**config.mk**
```make
export PLATFORM = sky130hd
export DESIGN_NAME = slt_timers
export DESIGN_NICKNAME = d
export VERILOG_FILES = /design/src/verilog/slt_pkg.sv /design/src/verilog/slt_timers.sv
export SDC_FILE = /design/constraint.sdc
export NUM_CORES = 1
export LEC_CHECK = 0
export BUFFER_PORTS_ARGS = -buffer_cell sky130_fd_sc_hd__buf_2
export CORE_MARGIN = 2
export CORE_UTILIZATION = 30
export DETAILED_ROUTE_END_ITERATION = 8
export SLEW_MARGIN = 20
export SYNTH_ARGS = -nofsm -noshare
export SYNTH_HDL_FRONTEND = slang
export SYNTH_SLANG_ARGS = --single-unit
```
**constraint.sdc**
```tcl
create_clock -name SYS_CLK_I -period 8.05 [get_ports SYS_CLK_I]
set_clock_uncertainty 0.2 [all_clocks]
set_input_delay 1.61 -clock SYS_CLK_I [delete_from_list [all_inputs] [get_ports SYS_CLK_I]]
set_output_delay 1.61 -clock SYS_CLK_I [all_outputs]
set_load 0.05 [all_outputs]
```
**src/verilog/slt_pkg.sv**
```systemverilog
// constants and carrier types for the serial link timer block
// assumes a single reference clock; no register bus beyond the documented ports
package slt_pkg;

  // ----------------------------------------
  // register map
  // ----------------------------------------
  localparam logic [7:0]  SLT_PORT_LINK_TIMEOUT_CONTROL_OFS = 8'h20;
  localparam int          SLT_TOV_LSB                       = 8;
  localparam int          SLT_TOV_W                         = 24;
  localparam logic [23:0] SLT_TOV_RESET                     = 24'hFF_FFFF;

  // ----------------------------------------
  // timing
  // ----------------------------------------
  localparam int          SLT_CLK_MHZ        = 125;
  localparam int          SLT_PRESCALE_DIV   = 32;
  localparam int          SLT_SILENCE_US     = 120;
  localparam int          SLT_SILENCE_CYC    = SLT_SILENCE_US * SLT_CLK_MHZ;
  localparam int          SLT_DISC_UNIT_CYC  = 131071;
  localparam int          SLT_DISC_W         = 4;
  localparam logic [3:0]  SLT_DISC_RESET     = 4'h9;
  localparam int          SLT_SIL_CNT_W      = 15;
  localparam int          SLT_DISC_CNT_W     = 17;

  // ----------------------------------------
  // carrier types
  // ----------------------------------------
  typedef struct packed {
    logic        wr;
    logic        rd;
    logic [7:0]  addr;
    logic [31:0] wdata;
  } slt_reg_req_t;

  typedef struct packed {
    logic start;  // packet or link-request sent: restart the wait
    logic done;   // acknowledge or link-response seen: end the wait
  } slt_link_evt_t;

endpackage : slt_pkg

```
**src/verilog/slt_timers.sv**
```systemverilog
// serial link timers: shared link time-out, silence timer and discovery timer
// assumes request inputs come from logic on SYS_CLK_I; time-out register reached by the plain register port, prescale field by its own write port
`timescale 1ns/1ps

module slt_timers
  import slt_pkg::*;
(
  input  wire logic          SYS_CLK_I,
  input  wire logic          RST_N_I,
  input  wire slt_reg_req_t  REG_REQ_I,
  output logic [31:0]        REG_RDATA_O,
  input  wire slt_link_evt_t ACK_EVT_I,
  input  wire slt_link_evt_t LRSP_EVT_I,
  output logic               ACK_TIMEOUT_O,
  output logic               LRSP_TIMEOUT_O,
  input  wire logic          SILENT_STATE_I,
  input  wire logic          SILENCE_TIMER_START_I,
  output logic               SILENCE_TIMER_EN_O,
  output logic               SILENCE_TIMER_DONE_O,
  input  wire logic          DISCOVERY_STATE_I,
  input  wire logic          DISCOVERY_TIMER_START_I,
  input  wire logic          PORT_4X_I,
  input  wire logic [3:0]    DISC_PRESCALE_I,
  input  wire logic          DISC_PRESCALE_WR_I,
  output logic [3:0]         DISC_PRESCALE_O,
  output logic               DISCOVERY_TIMER_EN_O,
  output logic               DISCOVERY_TIMER_DONE_O
);

  // ----------------------------------------
  // shared time-out register
  // ----------------------------------------
  logic [23:0] timeout_count_value;
  logic [4:0]  tick_div;
  logic        tick;

  // one setting for all ports
  always_ff @(posedge SYS_CLK_I) begin
    if (!RST_N_I) begin
      timeout_count_value <= SLT_TOV_RESET;
    end else if (REG_REQ_I.wr && REG_REQ_I.addr == SLT_PORT_LINK_TIMEOUT_CONTROL_OFS) begin
      timeout_count_value <= REG_REQ_I.wdata[SLT_TOV_LSB +: SLT_TOV_W];
    end
  end

  // register read data
  always_ff @(posedge SYS_CLK_I) begin
    if (!RST_N_I) begin
      REG_RDATA_O <= 32'h0000_0000;
    end else if (REG_REQ_I.rd && REG_REQ_I.addr == SLT_PORT_LINK_TIMEOUT_CONTROL_OFS) begin
      REG_RDATA_O <= {timeout_count_value, 8'h00};
    end else begin
      REG_RDATA_O <= 32'h0000_0000;
    end
  end

  // divide-by-32 free-running prescaler
  always_ff @(posedge SYS_CLK_I) begin
    if (!RST_N_I) begin
      tick_div <= 5'h00;
    end else begin
      tick_div <= tick_div + 5'h01;
    end
  end
  assign tick = (tick_div == 5'(SLT_PRESCALE_DIV - 1));

  // ----------------------------------------
  // two link waits: acknowledge and link-response
  // ----------------------------------------
  slt_link_evt_t evt [2];
  logic [1:0]    tmo;
  assign evt[0] = ACK_EVT_I;
  assign evt[1] = LRSP_EVT_I;

  for (genvar g = 0; g < 2; g++) begin : g_wait
    logic        busy;
    logic        expire;
    logic        tmo_q;
    logic [23:0] cnt;

    // this tick completes the programmed number of ticks
    assign expire = busy && tick && (cnt + 24'h00_0001 >= timeout_count_value);

    // counter restarts on each new start event
    always_ff @(posedge SYS_CLK_I) begin
      if (!RST_N_I) begin
        busy <= 1'b0;
        cnt  <= 24'h00_0000;
      end else if (evt[g].start) begin
        busy <= 1'b1;
        cnt  <= 24'h00_0000;
      end else if (evt[g].done || expire) begin
        busy <= 1'b0;
      end else if (busy && tick) begin
        cnt <= cnt + 24'h00_0001;
      end
    end

    // one-cycle time-out pulse; a start or done in the same cycle suppresses it
    always_ff @(posedge SYS_CLK_I) begin
      if (!RST_N_I) begin
        tmo_q <= 1'b0;
      end else if (evt[g].start || evt[g].done) begin
        tmo_q <= 1'b0;
      end else begin
        tmo_q <= expire;
      end
    end
    assign tmo[g] = tmo_q;
  end
  assign ACK_TIMEOUT_O  = tmo[0];
  assign LRSP_TIMEOUT_O = tmo[1];

  // ----------------------------------------
  // silence timer
  // ----------------------------------------
  logic [14:0] sil_cnt;
  logic        sil_begin;
  logic        sil_last;

  // start only from idle; after done a new request waits for a fresh silent state
  assign sil_begin = SILENT_STATE_I && SILENCE_TIMER_START_I && !SILENCE_TIMER_EN_O && !SILENCE_TIMER_DONE_O;
  // last cycle of the fixed span
  assign sil_last  = SILENCE_TIMER_EN_O && (sil_cnt == 15'(SLT_SILENCE_CYC - 1));

  // fixed count on the reference clock, no programming
  always_ff @(posedge SYS_CLK_I) begin
    if (!RST_N_I) begin
      sil_cnt <= 15'h0000;
    end else if (!SILENT_STATE_I || sil_begin) begin
      sil_cnt <= 15'h0000;
    end else if (SILENCE_TIMER_EN_O && !sil_last) begin
      sil_cnt <= sil_cnt + 15'h0001;
    end
  end

  // enable: raised on a start, dropped at expiry or on leaving the silent state
  always_ff @(posedge SYS_CLK_I) begin
    if (!RST_N_I) begin
      SILENCE_TIMER_EN_O <= 1'b0;
    end else if (!SILENT_STATE_I || sil_last) begin
      SILENCE_TIMER_EN_O <= 1'b0;
    end else if (sil_begin) begin
      SILENCE_TIMER_EN_O <= 1'b1;
    end
  end

  // done: set at expiry, held until the silent state ends
  always_ff @(posedge SYS_CLK_I) begin
    if (!RST_N_I) begin
      SILENCE_TIMER_DONE_O <= 1'b0;
    end else if (!SILENT_STATE_I) begin
      SILENCE_TIMER_DONE_O <= 1'b0;
    end else if (sil_last) begin
      SILENCE_TIMER_DONE_O <= 1'b1;
    end
  end

  // ----------------------------------------
  // discovery timer
  // ----------------------------------------
  logic [16:0] disc_cnt;
  logic [3:0]  disc_pre;
  logic        disc_begin;
  logic        disc_unit_end;
  logic        disc_last;

  // prescale field, software writable
  always_ff @(posedge SYS_CLK_I) begin
    if (!RST_N_I) begin
      DISC_PRESCALE_O <= SLT_DISC_RESET;
    end else if (DISC_PRESCALE_WR_I) begin
      DISC_PRESCALE_O <= DISC_PRESCALE_I;
    end
  end

  // start only on a four-lane port, from idle
  assign disc_begin    = DISCOVERY_STATE_I && DISCOVERY_TIMER_START_I && PORT_4X_I
                         && !DISCOVERY_TIMER_EN_O && !DISCOVERY_TIMER_DONE_O;
  // end of one prescale unit of 131071 cycles
  assign disc_unit_end = DISCOVERY_TIMER_EN_O && (disc_cnt == 17'(SLT_DISC_UNIT_CYC - 1));
  // last unit; a field of zero behaves as one unit
  assign disc_last     = disc_unit_end && (disc_pre + 4'h1 >= DISC_PRESCALE_O);

  // cycle count within one prescale unit
  always_ff @(posedge SYS_CLK_I) begin
    if (!RST_N_I) begin
      disc_cnt <= 17'h0_0000;
    end else if (!DISCOVERY_STATE_I || disc_begin || disc_unit_end) begin
      disc_cnt <= 17'h0_0000;
    end else if (DISCOVERY_TIMER_EN_O) begin
      disc_cnt <= disc_cnt + 17'h0_0001;
    end
  end

  // count of finished prescale units
  always_ff @(posedge SYS_CLK_I) begin
    if (!RST_N_I) begin
      disc_pre <= 4'h0;
    end else if (!DISCOVERY_STATE_I || disc_begin) begin
      disc_pre <= 4'h0;
    end else if (disc_unit_end && !disc_last) begin
      disc_pre <= disc_pre + 4'h1;
    end
  end

  // enable: raised on a start, dropped at expiry or on leaving the discovery state
  always_ff @(posedge SYS_CLK_I) begin
    if (!RST_N_I) begin
      DISCOVERY_TIMER_EN_O <= 1'b0;
    end else if (!DISCOVERY_STATE_I || disc_last) begin
      DISCOVERY_TIMER_EN_O <= 1'b0;
    end else if (disc_begin) begin
      DISCOVERY_TIMER_EN_O <= 1'b1;
    end
  end

  // done: set at expiry, held until the discovery state ends
  always_ff @(posedge SYS_CLK_I) begin
    if (!RST_N_I) begin
      DISCOVERY_TIMER_DONE_O <= 1'b0;
    end else if (!DISCOVERY_STATE_I) begin
      DISCOVERY_TIMER_DONE_O <= 1'b0;
    end else if (disc_last) begin
      DISCOVERY_TIMER_DONE_O <= 1'b1;
    end
  end

endmodule : slt_timers

```
==> run_results.csv <==
group,metric,value,unit
layout,finish.instance_area,0.008977,mm2
critical_path,required,8.21,ns
drt,met2_length,7712,um
synth,yosys.area.top_type,"dfxtp_1",
synth,synth_area,0.007731,mm2
timing,hold_viol,0,
drt,drtIter0Drc,315,
clock_tree,cts_buffers,17,
drt,postRouteAntennaNets,0,
floorplanning,ios,100,
synth,synth_top_area_share,0.3858,
synth,syn_avg_cell_area,8.638,um2
timing,tns,0,ns
critical_path,cp-start-kind,"flip-flop",
timing,finalSetupViolCount,0,
global_routing,grt_remaining_overflow,0,
synth,synth_cell_type_count,54,
synth,ys_ff_latch,149,
placement,numPortBuffers,83,
critical_path,cp-end-kind,"flip-flop",
floorplanning,fp.dieH,164.5,um
synth,synth-edff-count,0,
synth,yosysSeqAreaShare,0.3858,
timing,slew_headroom,0.3386,
synth,ys_top_cells_by_area,"dfxtp_1 39%, ha_1 9.7%, xor2_1 7.5%",
power,total_power,1.578,mW
synth,synth_compound_area_frac,0.1191,
critical_path,cp.arrival,5.14,ns
floorplanning,core,0.02525,mm2
layout,drive_above_1_share,0.1309,
synth,synth_top_family_by_area,"simple AND/OR/NAND/NOR gates",
placement,dp_hpwl,12770,um
power,pwr_density_cell,175.8,mW/mm2
layout,syn2layout_area_growth,16.12,%
layout,num-fill-cells,2634,
floorplanning,die_x,164.5,um
critical_path,crit_type,"reg2reg",
clock_tree,cts_setup_buffers,0,
timing,rsz0062_at_grt,"false",
synth,synth_commonest_cells,"149 x dfxtp_1, 93 x nand2_1, 89 x nor2_1",
synth,synth_flop_cell,"dfxtp_1",
floorplanning,initial_utilization,0.3061,
synth,synthSimpleGateAreaFrac,0.2376,
floorplanning,dieArea,0.02707,mm2
synth,synth.most_common_cell,"dfxtp_1",
timing,fin_crit,4.976,ns
drt,drt_first_pass_iters,4,
critical_path,crit_fanout,18,
drt,met3WireLength,884,um
synth,muxShareOfSynthArea,0.006474,
power,max-vdd-ir-drop,140.0,uV
placement,placed_area,0.008406,mm2
global_routing,grt_pass1_vias,5859,
global_routing,grt_max_degree,49,
timing,worst_pin_slew,0.9890,ns
placement,gp_congestion,0.7650,
drt,m1WireLength,8903,um
clock_tree,clkTransAtPathRegs,0.07,ns
synth,synth_adder_area_share,0.09710,
job,cap_viol_max_count,0,
drt,drcViolationCount,0,
drt,vias,6177,
global_routing,grt_usage,0.1352,
drt,viasPerCell,4.719,
critical_path,r2r-start,"g_wait[1].cnt[0]$_SDFFE_PP0P_",
drt,wl_per_cell,13.54,um
synth,synthCells,895,
timing,period_share,0.6181,
timing,drv_slew,0,
drt,wl,17720,um
clock_tree,post_cts_resized,0,
global_routing,antenna_found_initial,2,
synth,synth-xor-area-share,0.1110,
clock_tree,cts_tree,"done",
clock_tree,htree_levels,4,
min_path,hp-class,"reg2reg",
power,leakagePower,3.901,nW
clock_tree,clock-sinks,149,
clock_tree,clock_latency,0.42,ns
drt,top_layer,"met5",
critical_path,critPathLaunch,"g_wait[1].cnt[0]$_SDFFE_PP0P_",
status,outcome,"finished, final reports clean",
min_path,min_from,"tick_div[0]$_SDFF_PN0_",
clock_tree,cts_root_buf,"clkbuf_16",
clock_tree,cts_hold_buf,0,
layout,nets,1083,
timing,fmax,201.0,MHz
synth,yosys_warnings,0,
floorplanning,fp-row-count,58,
synth,ys_async_sr_fraction,0,
global_routing,grt_first_pass_wirelength,28620,um
clock_tree,cts_buffer_depth,2,
## cell type report
type / count / area, um2 / area share
multi-input cells: 677 / 4448 / 0.4955
diodes: 1 / 2.502 / 0.0002787
well taps: 330 / 412.9 / 0.04599
repair buffers: 85 / 430.4 / 0.04794
clock buffers: 18 / 429.2 / 0.04780
clock inverters: 14 / 140.1 / 0.01561
inverters: 35 / 131.4 / 0.01463
flip-flops and latches: 149 / 2983 / 0.3323
## report_power, final
part | internal (mW) | total [mW] | switching [mW]
Clock | 0.435 | 0.780 | 0.345
Sequential | 0.741 | 0.744 | 0.00317
Combinational | 0.0172 | 0.0540 | 0.0369
## placed cells by master (no fill, tap or decap), types with 2 or more instances in the layout
cell        count
a211o_1         2
nor2_1         89
xnor2_1        32
inv_1          35
nand2_1        93
clkinvlp_4      3
nand3b_1        2
dfxtp_1       149
o31ai_1         6
inv_8           3
buf_2          83
and4_1          4
or3_1          14
nor2b_1         7
and3_1         13
nand4_4         2
clkinv_2        2
inv_6           4
clkbuf_16      17
nand2b_1        8
and2_1         32
o2bb2ai_1       2
o21bai_1        2
o21a_1         13
xor2_1         66
o211ai_1       31
nor3_1         19
mux2i_1         5
or4_1           5
a31oi_1         2
nand4_1        18
nor4_1          8
o21ai_0        22
ha_1           60
a211oi_1        2
a21oi_1        40
conb_1          8
buf_4           2
a21o_1          9
nand3_1        43
## state kept, by name, indices dropped and copies added (netlist names)
signal / flops
DISC_PRESCALE_O: 4
tick_div: 5
LRSP_TIMEOUT_O: 1
disc_cnt: 17
g_wait.busy: 2
DISCOVERY_TIMER_EN_O: 1
disc_pre: 4
DISCOVERY_TIMER_DONE_O: 1
REG_RDATA_O: 24
sil_cnt: 15
g_wait.cnt: 48
SILENCE_TIMER_EN_O: 1
ACK_TIMEOUT_O: 1
timeout_count_value: 24
SILENCE_TIMER_DONE_O: 1
## stage by stage
step / util / cells / hold slack (ns) / setup WS, ns
floorplan: - / 902 / 0.2199 / 4.405
global placement: 0.3328 / 1276 / 0.2354 / 3.276
detailed placement: 0.3328 / 1276 / 0.2386 / 3.172
CTS: 0.3554 / 1308 / 0.2542 / 3.132
global route: 0.3554 / 1308 / 0.2671 / 2.649
finish: 0.3555 / 1309 / 0.2484 / 3.074
## path summary, 6_finish.rpt
path,cells after the start,slack [ns],endpoint
max,14,3.07,g_wait[1].cnt[16]$_SDFFE_PP0P_
min,1,0.25,tick_div[0]$_SDFF_PN0_
max reg2reg,14,3.07,g_wait[1].cnt[16]$_SDFFE_PP0P_
min reg2reg,1,0.25,tick_div[0]$_SDFF_PN0_
## metal layers
| metal | vias to the layer above | GRT usage |
|---|---|---|
| li1 | 3212 | - |
| met1 | 2825 | 0.1772 |
| met2 | 121 | 0.2166 |
| met3 | 17 | 0.03139 |
| met4 | 2 | 0.04980 |
| met5 | - | 0 |
## kinds of logic (layout without fill, tap and decap cells)
kind of cell | count (synthesis) | after routing
and+or+nand+nor | 367 | 367
DFF | 149 | 149
AOI/OAI and AO/OA | 139 | 139
xor gates and xnor gates | 98 | 98
buffers and inverters | 76 | 152
adders and majority gates | 60 | 60
muxes | 5 | 5
other | 1 | 9
## critical path: stages (launching register included)
cell,delay (ns)
dfxtp_1,0.41
ha_1,0.26
nand3_1,0.21
nor2_1,0.32
nand2_1,0.24
nor4_1,0.43
xor2_1,0.23
ha_1,0.27
nand2_1,0.08
nor2_1,0.05
a211oi_1,0.47
and4_1,0.73
nand2_1,0.40
or4_1,0.52
nand2_1,0.08
Power figures use the tool's default switching activity.
